## src/pkg/rsc_pkg.sv

```systemverilog
// Purpose: shared constants and helpers of the radio serial port
// Assumes: both ends run on a 10 MHz system clock
// Notes: the serial clock is slow enough to be oversampled by that clock
package rsc_pkg;

    // system clock
    localparam int CLK_PERIOD_NS = 100;

    // serial clock made by the host: 4 + 4 cycles, 800 ns period
    localparam int SCLK_MAX_MHZ = 10;
    localparam int SCLK_MIN_PERIOD_NS = 1000 / SCLK_MAX_MHZ;
    localparam int SCLK_HALF_CYCLES = 4;
    localparam int SEL_GAP_CYCLES = 8;

    // typical time from command to a ready clear-to-send value
    localparam int CTS_TYP_US = 20;
    localparam int CTS_CYCLES = (CTS_TYP_US * 1000) / CLK_PERIOD_NS;

    // command codes
    localparam logic [7:0] CMD_POLL_CTS = 8'h44;
    localparam logic [7:0] CMD_FAST_A = 8'h50;
    localparam logic [7:0] CMD_FAST_B = 8'h51;
    localparam logic [7:0] CMD_FAST_C = 8'h53;
    localparam logic [7:0] CMD_FAST_D = 8'h57;

    // clear-to-send answers and filler byte
    localparam logic [7:0] CTS_READY = 8'hff;
    localparam logic [7:0] CTS_WAIT = 8'h00;
    localparam logic [7:0] FILL_BYTE = 8'h00;

    // first and last bit counter values
    localparam logic [2:0] BIT_LAST = 3'h7;
    localparam logic [2:0] BIT_FIRST = 3'h0;

    // true for one of the four fast status read commands
    function automatic logic rsc_is_fast(input logic [7:0] cmd);
        return (cmd == CMD_FAST_A) || (cmd == CMD_FAST_B) ||
               (cmd == CMD_FAST_C) || (cmd == CMD_FAST_D);
    endfunction

    // position of the fast status byte a command selects
    function automatic logic [1:0] rsc_fast_index(input logic [7:0] cmd);
        logic [1:0] idx;
        idx = 2'h0;
        if (cmd == CMD_FAST_B) begin
            idx = 2'h1;
        end else if (cmd == CMD_FAST_C) begin
            idx = 2'h2;
        end else if (cmd == CMD_FAST_D) begin
            idx = 2'h3;
        end
        return idx;
    endfunction

endpackage

```

## src/pkg/rsc_link_if.sv

```systemverilog
// Purpose: four-wire serial link between host and radio port
// Assumes: output line idles high when the radio does not drive it
// Notes: resolves the output line from its enable, no tri-state here
`timescale 1ns/100ps
`default_nettype none
interface rsc_link_if;
    logic sclk;
    logic select_active_low;
    logic sdi;
    logic sdo;
    logic sdo_oe;
    logic sdo_line;

    // weak pull-up when the radio lets the line go
    assign sdo_line = sdo_oe ? sdo : 1'b1;

    modport device (
        input sclk,
        input select_active_low,
        input sdi,
        output sdo,
        output sdo_oe
    );

    modport host (
        output sclk,
        output select_active_low,
        output sdi,
        input sdo_line
    );
endinterface
`default_nettype wire

```

## src/verilog/rsc_device.sv

```systemverilog
// Purpose: radio end of the serial command port (slave)
// Assumes: serial clock well below the 10 MHz system clock
// Notes: all link pins pass two flip-flops before use
`timescale 1ns/100ps
`default_nettype none
module rsc_device (
    // system
    input wire logic i_clk,
    input wire logic i_rst,
    // link
    rsc_link_if.device link,
    // fast status sources, byte 0 in the low bits
    input wire logic [31:0] i_fast_status,
    // response data handed out after a ready poll
    input wire logic [7:0] i_resp_data,
    output logic o_resp_take,
    // received command and parameters
    output logic o_cmd_valid,
    output logic [7:0] o_cmd,
    output logic o_param_valid,
    output logic [7:0] o_param,
    // controller still working on the last command
    output logic o_busy
);
    import rsc_pkg::*;

    typedef enum logic [1:0] {
        M_NONE,
        M_FAST,
        M_POLL,
        M_OTHER
    } rsc_mode_type;

    typedef struct packed {
        logic sclk_s1;
        logic sclk_s2;
        logic sclk_s3;
        logic sel_s1;
        logic sel_s2;
        logic sel_s3;
        logic sdi_s1;
        logic sdi_s2;
        logic [2:0] bits;
        logic [7:0] rxsh;
        rsc_mode_type mode;
        logic [1:0] fidx;
        logic poll_ok;
        logic [3:0][7:0] snap;
        logic [7:0] txsh;
        logic sdo;
        logic sdo_oe;
        logic [7:0] busy_cnt;
        logic busy;
        logic resp_take;
        logic cmd_valid;
        logic [7:0] cmd;
        logic param_valid;
        logic [7:0] param;
    } rsc_dev_state_type;

    localparam rsc_dev_state_type DEV_RESET = '{
        sclk_s1: 1'b0, sclk_s2: 1'b0, sclk_s3: 1'b0,
        sel_s1: 1'b1, sel_s2: 1'b1, sel_s3: 1'b1,
        sdi_s1: 1'b0, sdi_s2: 1'b0,
        bits: BIT_FIRST, rxsh: 8'h00, mode: M_NONE, fidx: 2'h0,
        poll_ok: 1'b0, snap: 32'h0000_0000, txsh: 8'h00,
        sdo: 1'b0, sdo_oe: 1'b0, busy_cnt: 8'h00, busy: 1'b0,
        resp_take: 1'b0, cmd_valid: 1'b0, cmd: 8'h00,
        param_valid: 1'b0, param: 8'h00
    };

    rsc_dev_state_type r_reg;
    rsc_dev_state_type r_next;

    // next state
    always_comb begin
        logic [7:0] byte_in;
        logic sclk_rise;
        logic sclk_fall;
        logic sel_fall;
        logic sel_rise;
        byte_in = {r_reg.rxsh[6:0], r_reg.sdi_s2};
        sclk_rise = !r_reg.sclk_s3 && r_reg.sclk_s2;
        sclk_fall = r_reg.sclk_s3 && !r_reg.sclk_s2;
        sel_fall = r_reg.sel_s3 && !r_reg.sel_s2;
        sel_rise = !r_reg.sel_s3 && r_reg.sel_s2;
        r_next = r_reg;
        r_next.cmd_valid = 1'b0;
        r_next.param_valid = 1'b0;
        r_next.resp_take = 1'b0;

        // pin synchronisers; first stage feeds only the second
        r_next.sclk_s1 = link.sclk;
        r_next.sclk_s2 = r_reg.sclk_s1;
        r_next.sclk_s3 = r_reg.sclk_s2;
        r_next.sel_s1 = link.select_active_low;
        r_next.sel_s2 = r_reg.sel_s1;
        r_next.sel_s3 = r_reg.sel_s2;
        r_next.sdi_s1 = link.sdi;
        r_next.sdi_s2 = r_reg.sdi_s1;

        // internal controller time to finish a command
        if (r_reg.busy_cnt != 8'h00) begin
            r_next.busy_cnt = r_reg.busy_cnt - 8'h01;
        end

        if (sel_fall) begin
            // new transaction; status bytes frozen until next select fall
            r_next.bits = BIT_FIRST;
            r_next.mode = M_NONE;
            r_next.poll_ok = 1'b0;
            r_next.snap = i_fast_status;
            r_next.txsh = FILL_BYTE;
            r_next.sdo = 1'b0;
            r_next.sdo_oe = 1'b1;
        end else if (sel_rise) begin
            // end of transaction; a real command makes us busy
            r_next.sdo_oe = 1'b0;
            if (r_reg.mode == M_OTHER) begin
                r_next.busy_cnt = 8'(CTS_CYCLES);
            end
        end else if (!r_reg.sel_s2) begin
            if (sclk_rise) begin
                // capture data on the rising edge
                r_next.rxsh = byte_in;
                r_next.bits = r_reg.bits + 3'h1;
                if (r_reg.bits == BIT_LAST) begin
                    case (r_reg.mode)
                        M_NONE: begin
                            // first byte is always the command
                            r_next.cmd_valid = 1'b1;
                            r_next.cmd = byte_in;
                            if (rsc_is_fast(byte_in)) begin
                                r_next.mode = M_FAST;
                                r_next.txsh =
                                    r_reg.snap[rsc_fast_index(byte_in)];
                                r_next.fidx =
                                    rsc_fast_index(byte_in) + 2'h1;
                            end else if (byte_in == CMD_POLL_CTS) begin
                                r_next.mode = M_POLL;
                                r_next.poll_ok = !r_reg.busy;
                                r_next.txsh = r_reg.busy ? CTS_WAIT
                                                         : CTS_READY;
                            end else begin
                                r_next.mode = M_OTHER;
                                r_next.txsh = FILL_BYTE;
                            end
                        end
                        M_FAST: begin
                            // burst wraps round the four bytes
                            r_next.txsh = r_reg.snap[r_reg.fidx];
                            r_next.fidx = r_reg.fidx + 2'h1;
                        end
                        M_POLL: begin
                            // data follows only a ready answer
                            if (r_reg.poll_ok) begin
                                r_next.txsh = i_resp_data;
                                r_next.resp_take = 1'b1;
                            end else begin
                                r_next.txsh = FILL_BYTE;
                            end
                        end
                        default: begin
                            r_next.param_valid = 1'b1;
                            r_next.param = byte_in;
                            r_next.txsh = FILL_BYTE;
                        end
                    endcase
                end
            end else if (sclk_fall) begin
                // drive the next bit on the falling edge
                r_next.sdo = r_reg.txsh[7];
                r_next.txsh = {r_reg.txsh[6:0], 1'b0};
            end
        end

        r_next.busy = r_next.busy_cnt != 8'h00;
    end

    // state register
    always_ff @(posedge i_clk or posedge i_rst) begin
        if (i_rst) begin
            r_reg <= DEV_RESET;
        end else begin
            r_reg <= r_next;
        end
    end

    // outputs straight from the state register
    assign link.sdo = r_reg.sdo;
    assign link.sdo_oe = r_reg.sdo_oe;
    assign o_resp_take = r_reg.resp_take;
    assign o_cmd_valid = r_reg.cmd_valid;
    assign o_cmd = r_reg.cmd;
    assign o_param_valid = r_reg.param_valid;
    assign o_param = r_reg.param;
    assign o_busy = r_reg.busy;

endmodule
`default_nettype wire

```

## src/flat_wrapper.sv

```systemverilog
// flat-port wrapper written by rule: the top's interface ports become plain ports
module rsc_device_flat import rsc_pkg::*;
  (i_clk, i_rst, i_fast_status, i_resp_data, o_resp_take, o_cmd_valid, o_cmd, o_param_valid, o_param, o_busy, link_sclk, link_select_active_low, link_sdi, link_sdo, link_sdo_oe);
  rsc_link_if link_i ();
  input wire logic i_clk;
  input wire logic i_rst;
  input wire logic [31:0] i_fast_status;
  input wire logic [7:0] i_resp_data;
  output logic o_resp_take;
  output logic o_cmd_valid;
  output logic [7:0] o_cmd;
  output logic o_param_valid;
  output logic [7:0] o_param;
  output logic o_busy;
  input wire logic [$bits(link_i.sclk)-1:0] link_sclk;
  input wire logic [$bits(link_i.select_active_low)-1:0] link_select_active_low;
  input wire logic [$bits(link_i.sdi)-1:0] link_sdi;
  output wire logic [$bits(link_i.sdo)-1:0] link_sdo;
  output wire logic [$bits(link_i.sdo_oe)-1:0] link_sdo_oe;
  assign link_i.sclk = link_sclk;
  assign link_i.select_active_low = link_select_active_low;
  assign link_i.sdi = link_sdi;
  assign link_sdo = link_i.sdo;
  assign link_sdo_oe = link_i.sdo_oe;
  rsc_device u_core (.i_clk(i_clk), .i_rst(i_rst), .link(link_i), .i_fast_status(i_fast_status), .i_resp_data(i_resp_data), .o_resp_take(o_resp_take), .o_cmd_valid(o_cmd_valid), .o_cmd(o_cmd), .o_param_valid(o_param_valid), .o_param(o_param), .o_busy(o_busy));
endmodule
```

## config.mk

```make
export PLATFORM = sky130hd
export DESIGN_NAME = rsc_device_flat
export DESIGN_NICKNAME = d
export VERILOG_FILES = /design/src/pkg/rsc_pkg.sv /design/src/pkg/rsc_link_if.sv /design/src/verilog/rsc_device.sv /design/src/flat_wrapper.sv
export SDC_FILE = /design/constraint.sdc
export NUM_CORES = 1
export LEC_CHECK = 0
export ABC_AREA = 1
export BUFFER_PORTS_ARGS = -buffer_cell sky130_fd_sc_hd__buf_2
export CAP_MARGIN = 30
export CORE_MARGIN = 3
export CORE_UTILIZATION = 52
export DETAILED_ROUTE_END_ITERATION = 8
export GPL_ROUTABILITY_DRIVEN = 1
export PLACE_DENSITY = 0.72
export SYNTH_ARGS = -nofsm -noshare
export SYNTH_HDL_FRONTEND = slang
export SYNTH_SLANG_ARGS = --single-unit
```

## constraint.sdc

```tcl
create_clock -name i_clk -period 6.7 [get_ports i_clk]
set_input_delay 1.34 -clock i_clk [delete_from_list [all_inputs] [get_ports i_clk]]
set_output_delay 1.34 -clock i_clk [all_outputs]
set_load 0.01 [all_outputs]
```

==> impl_metrics.py, run 1 <==
metrics = {
    "route": {
        "drc_errors": 0,
        "wl_per_cell_um": 13.6,
        "first_pass_iters": 4,
        "drt_iter0_markers": 208,
        "ant_nets": 0,
        "wl_mm": 10.1,
        "viasPerCell": 5.14,
        "num_vias": 3818,
    },
    "placement": {
        "place_area_um2": 5010,
        "port_buffers": 66,
        "dp_hpwl_mm": 7.31,
        "dp.cells": 727,
        "gp_congestion": 0.880,
        "pre_cts_ws_ps": 4190,
    },
    "cts": {
        "cts-root-buf": "clkbuf_8",
        "cts.sinks": 93,
        "htreeDepth": 3,
        "clk_latency_ps": 370,
        "clockBufferDepth": 2,
        "clkTransAtPathRegs_ps": 80,
        "cts_hold_buffers": 0,
        "cts_tree": "done",
        "post_cts_buffers": 0,
        "cts_buffers": 9,
        "cts_resized": 0,
    },
    "worst_setup_path": {
        "crit_path_end_kind": "flop",
        "cp.required_ps": 6950,
        "max_stage_delay_ps": 590,
        "critPathSlowestCell": "dfstp_2",
        "worstSetupStartpointType": "flop",
        "arrival_ps": 2780,
        "path_class": "flop to flop",
        "crit_chain": "inv_1 -> ha_1 -> inv_1 -> o21ai_0 -> o21ai_2 -> inv_1 -> o21ai_0 -> nand2_1",
        "critPathMostFrequentCell": "inv_1",
        "critPathBufInv": 3,
        "critical-path-top-delay-family": "buffers and inverters",
        "path_max_fanout": 21,
    },
    "timing": {
        "fin_crit_sh": 0.378,
        "setup_violations": 0,
        "fin_skew_ps": 10.7,
        "relSlewSlack": 0.391,
        "fmax_mhz": 395,
        "final_max_slew_viol_count": 0,
        "rsz0062_at_grt": "no",
        "min_period_ps": 2530,
        "tightest_slew_ps": 913,
        "setup_tns_ps": 0,
        "hold_viol_final": 0,
        "setup_ws_ps": 4170,
    },
    "logic_synthesis": {
        "synth-seq-cells": 93,
        "synthTopCellsByArea": "dfrtp_1 48%, nand2_1 11%, o21ai_0 8.0%, inv_1 5.5%, a21oi_1 5.4%",
        "syn_area_um2": 4740,
        "synth_warnings": 0,
        "synth-seq-area-share": 0.492,
        "syn_area_per_cell_um2": 8.06,
        "ys_types": 36,
        "synth_top_area_frac": 0.475,
        "synth_area_leader_cell": "dfrtp_1",
        "syn_nets": 640,
        "netlist_instances": 588,
    },
    "global_route": {
        "grt.total_usage": 0.213,
        "grt_max_degree": 61,
        "grt_pass1_vias": 3638,
        "gr-total-overflow": 0,
        "grt_pass1_wl_mm": 17.3,
        "antenna_found_initial": 0,
    },
    "die": {
        "initial_core_util": 0.538,
        "die_h_um": 101,
        "die_x_um": 101,
        "rows": 34,
        "ioPinCount": 67,
        "coreArea_um2": 8810,
        "dieArea_um2": 10300,
    },
    "finish": {
        "post_route_cells_drive_above_1_share": 0.172,
        "synthToLayoutAreaGrowth_pct": 10.5,
        "fin_area_um2": 5240,
        "largest_reg_flops": 66,
        "final_cells": 743,
        "register_area_um2": 2330,
        "multi_input_area_um2": 1890,
        "fillers": 803,
        "diodes": 0,
        "nNetsFinal": 682,
    },
    "power": {
        "ir_drop_v": 0.000157,
        "power_frac_seq": 0.530,
        "intPower_w": 0.000898,
        "p_comb_frac": 0.126,
        "swShare": 0.264,
        "p_clk_frac": 0.344,
        "powerDensity_nw_per_um2": 233,
        "power_leakage_nw": 2.71,
        "power.switching_w": 0.000322,
    },
    "run_status": {
        "status": "finished clean",
    },
    "flow_run": {
        "cap_violations": 0,
    },
    "min_path": {
        "hold_path_class": "flop to flop",
    },
}
power by group through the flow:
stage | Sequential (W) | Clock, W | Combinational [W]
final | 0.000647 | 0.000419 | 0.000154
after global routing | 0.000654 | 0.000454 | 0.000180
after CTS | 0.000646 | 0.000433 | 0.000156
after detailed placement | 0.000656 | 0 | 0.000155
after global placement | 0.000655 | 0 | 0.000147
after floorplan | 0.000649 | 0 | 0.000107
cells in the final DEF, fill, tap and decap left out, types with 3 or more instances in the layout:
cell | netlist | layout
nand2_1 | 141 | 141
dfrtp_1 | 90 | 90
o21ai_0 | 76 | 76
inv_1 | 69 | 68
buf_2 | 2 | 66
a21oi_1 | 51 | 51
nor2_1 | 36 | 36
nand3_1 | 29 | 29
clkbuf_8 | 0 | 11
o21ai_1 | 7 | 7
ha_1 | 7 | 7
nand2_2 | 5 | 5
nor3_1 | 4 | 4
nor4_1 | 3 | 3
nor3_4 | 3 | 3
xor2_1 | 3 | 3
xnor2_1 | 3 | 3
dfstp_2 | 3 | 3
kinds of logic (layout without fill, tap and decap cells):
family          count (synthesis)  after routing  share of synthesized area
xor+xnor                        6              6                     0.0111
simple gates                  228            228                      0.209
compound gates                140            140                      0.153
mux                             3              3                    0.00687
flops                          93             93                      0.492
fa+ha+maj                       7              7                     0.0185
buf+inv                       111            158                      0.109
metal layers:
metal	vias to the layer above	share of wire	GRT usage
met4	0	0.013	0.0542
met3	10	0.053	0.0544
met2	101	0.45	0.321
met5	-	0	0
met1	1747	0.48	0.308
li1	1960	-	-
worst reg2reg max path, cell delays in order, from the launching register on:
cell and delay (ps):
dfstp_2 590, inv_1 80, ha_1 210, inv_1 500, o21ai_0 290, o21ai_2 260
inv_1 200, o21ai_0 220, nand2_1 70
metrics by stage:
| stage | hold slack, ps | power, W | util |
|---|---|---|---|
| finish | 363 | 0.00122 | 0.594 |
| floorplan | 331 | 0.000757 | - |
| CTS | 367 | 0.00123 | 0.594 |
| global route | 372 | 0.00129 | 0.594 |
| detailed placement | 338 | 0.000811 | 0.569 |
| global placement | 348 | 0.000802 | 0.566 |
layout make-up:
type                       instances  share of cell area
tap                              108              0.0258
multi-input combinational        384               0.361
timing repair buffer              69              0.0712
clock buffer                      13              0.0304
sequential                        93               0.445
clock inverter                     3              0.0129
inverter                          73              0.0535
worst paths after layout:
kind | startpoint | end | slack (ps) | cells after the start
worst min-delay path | u_core.r_next[92] | u_core.r_next[91] | 360 | 0
worst max-delay path | u_core.r_next[88] | u_core.r_reg[31] | 4170 | 8
max in group asynchronous | i_rst | u_core.r_next[89] | 4970 | 4
worst min register to register | u_core.r_next[92] | u_core.r_next[91] | 360 | 0
min in group asynchronous | i_rst | u_core.r_reg[26] | 800 | 2
worst max register to register | u_core.r_next[88] | u_core.r_reg[31] | 4170 | 8
Yosys cell counts, drive strengths merged:
master  number
xor2         3
inv         71
clkbuf      13
ha           7
nor2        39
o22ai        1
o31ai        2
nand2      146
buf         25
dfrtp       90
o21ai       84
nand4        1
clkinv       2
mux2i        1
xnor2        3
dfstp        3
nand3       31
nor3         7
a21oi       53
mux2         2
nor4         4
Note: power is estimated with default switching activity, not from simulation.
==> run 2: changes to the inputs <==
PLACE_DENSITY = 0.75   (was 0.72)
clock period = 2.3 ns   (was 6.7 ns; I/O delays follow)
==> run 2 against run 1 <==
Effect of this change:
- non-clock buffer count is 8 higher
- final cell count is 1.1% higher
- clock power is 130% higher
- register-to-register slack worse by 4000 ps
- die area stayed put
- worst setup slack worse by 4000 ps
- core utilization is 0.23 points higher
- largest cell class unchanged
==> impl_metrics.py, run 2 (synthesis results as in run 1) <==
metrics = {
    "worst_setup_path": {
        "worstSetupStartpointType": "flop",
        "crit_chain": "ha_1 -> inv_2 -> a21oi_1 -> o21ai_2 -> buf_4 -> nor4_4 -> nand2_1 -> nand2_1",
        "path_max_fanout": 8,
        "cp.required_ps": 2600,
        "reg2reg_to": "u_core.r_reg[33]",
        "rr_startpoint": "u_core.r_reg[88]",
        "max_stage_delay_ps": 540,
        "critPathMostFrequentCell": "nand2_1",
        "path_class": "flop to flop",
        "arrival_ps": 2390,
        "worstRegToRegCells": 8,
        "crit_path_end_kind": "flop",
        "critPathSlowestCell": "dfstp_2",
        "r2r_slack_ps": 220,
    },
    "timing": {
        "relSlewSlack": 0.407,
        "rsz0062_at_grt": "no",
        "fin_skew_ps": 10.8,
        "final_max_slew_viol_count": 0,
        "setup_violations": 0,
        "fmax_mhz": 480,
        "min_period_ps": 2080,
        "fin_crit_sh": 0.906,
        "tightest_slew_ps": 889,
        "setup_ws_ps": 215,
        "hold_viol_final": 0,
        "setup_tns_ps": 0,
    },
    "cts": {
        "cts-root-buf": "clkbuf_8",
        "cts.sinks": 93,
        "cts_hold_buffers": 0,
        "clk_latency_ps": 370,
        "htreeDepth": 3,
        "cts_tree": "done",
        "cts_buffers": 9,
        "clkTransAtPathRegs_ps": 90,
        "clockBufferDepth": 2,
    },
    "finish": {
        "layout_common_cells": "141 x nand2_1, 90 x dfrtp_1, 76 x o21ai_0",
        "nNetsFinal": 690,
        "post_route_cells_drive_above_1_share": 0.184,
        "diodes": 0,
        "final_common_cell": "nand2_1",
        "fillers": 776,
        "largest_reg_flops": 66,
        "synthToLayoutAreaGrowth_pct": 10.9,
    },
    "die": {
        "die_x_um": 101,
        "coreArea_um2": 8810,
        "die_h_um": 101,
        "initial_core_util": 0.538,
        "ioPinCount": 67,
        "dieArea_um2": 10300,
        "rows": 34,
    },
    "route": {
        "ant_nets": 0,
        "wl_mm": 10.4,
        "first_pass_iters": 6,
        "wl_per_cell_um": 13.8,
        "drt_iter0_markers": 292,
        "drc_errors": 0,
        "viasPerCell": 5.27,
        "num_vias": 3961,
    },
    "power": {
        "powerDensity_nw_per_um2": 634,
        "power.total_w": 0.00333,
        "power_leakage_nw": 2.72,
        "ir_drop_v": 0.000313,
    },
    "placement": {
        "pre_cts_ws_ps": 216,
        "dp_hpwl_mm": 7.80,
        "gp_congestion": 0.850,
        "port_buffers": 66,
    },
    "global_route": {
        "grt.total_usage": 0.217,
        "grt_max_degree": 40,
        "grt_pass1_vias": 3728,
        "gr-total-overflow": 0,
        "antenna_found_initial": 0,
        "grt_pass1_wl_mm": 17.7,
    },
    "min_path": {
        "hold_path_class": "primary input to asynchronous set/reset pin",
    },
    "flow_run": {
        "cap_violations": 0,
    },
    "run_status": {
        "status": "finished clean",
    },
}
[run 2: cell types whose count changed in the layout (fill, tap and decap cells not counted), moves of 2 or more]
cell,change
buf_4,+7
buf_12,+2
bufinv_16,-2
inv_1,-2
inv_2,+2
[run 2: metrics by stage]
step,cells,hold slack [ps],area (µm²),util
after detailed placement,734,348,5070,0.576
after global placement,734,337,5070,0.576
final,751,185,5260,0.597
after CTS,750,176,5240,0.595
after global routing,751,182,5260,0.597
after floorplan,588,331,4740,-
[run 2: report_power, final]
part / switching (W) / internal (W)
Sequential: 0.000100 / 0.00179
Clock: 0.000555 / 0.000425
Combinational: 0.000303 / 0.000161
[run 2: worst max-delay path: cells and delay by family, from the launching register on]
kind            cells  cell delay, ps
fa+ha+maj           1             260
buf+inv             2             280
flops               1             540
compound gates      2             450
simple gates        3             490
[run 2: how the worst max path moves through the flow]
stage | to | start | depth (start not counted)
after detailed placement | u_core.r_reg[35] | u_core.r_next[88] | 8
after CTS | u_core.r_reg[33] | u_core.r_next[88] | 8
after floorplan | u_core.r_reg[31] | u_core.r_reg[83] | 9
final | u_core.r_reg[33] | u_core.r_reg[88] | 8
after global routing | u_core.r_reg[71] | u_core.r_reg[88] | 8
after global placement | u_core.r_reg[31] | u_core.r_next[88] | 8
[run 2: area by class of cell]
cell class,instances,area [µm²],area share
multi-input cells,384,1900,0.361
repair buffers,77,438,0.0833
clock buffers,13,149,0.0283
inverters,73,283,0.0538
clock inverters,3,21.3,0.00405
flip-flops and latches,93,2330,0.444
well taps,108,135,0.0257
[run 2: what timing repair did]
action,4_1_cts,5_1_grt
setup buffers,0,1
setup endpoints to repair,0,7
endpoints found under the hold margin,0,0
resized for setup,0,3
[run 2: layer usage]
metal / wire, µm / vias up / GRT usage
li1: - / 1973 / -
met1: 4810 / 1829 / 0.314
met2: 4810 / 145 / 0.332
met3: 604 / 14 / 0.0337
met4: 150 / 0 / 0.0777
met5: 0 / - / 0
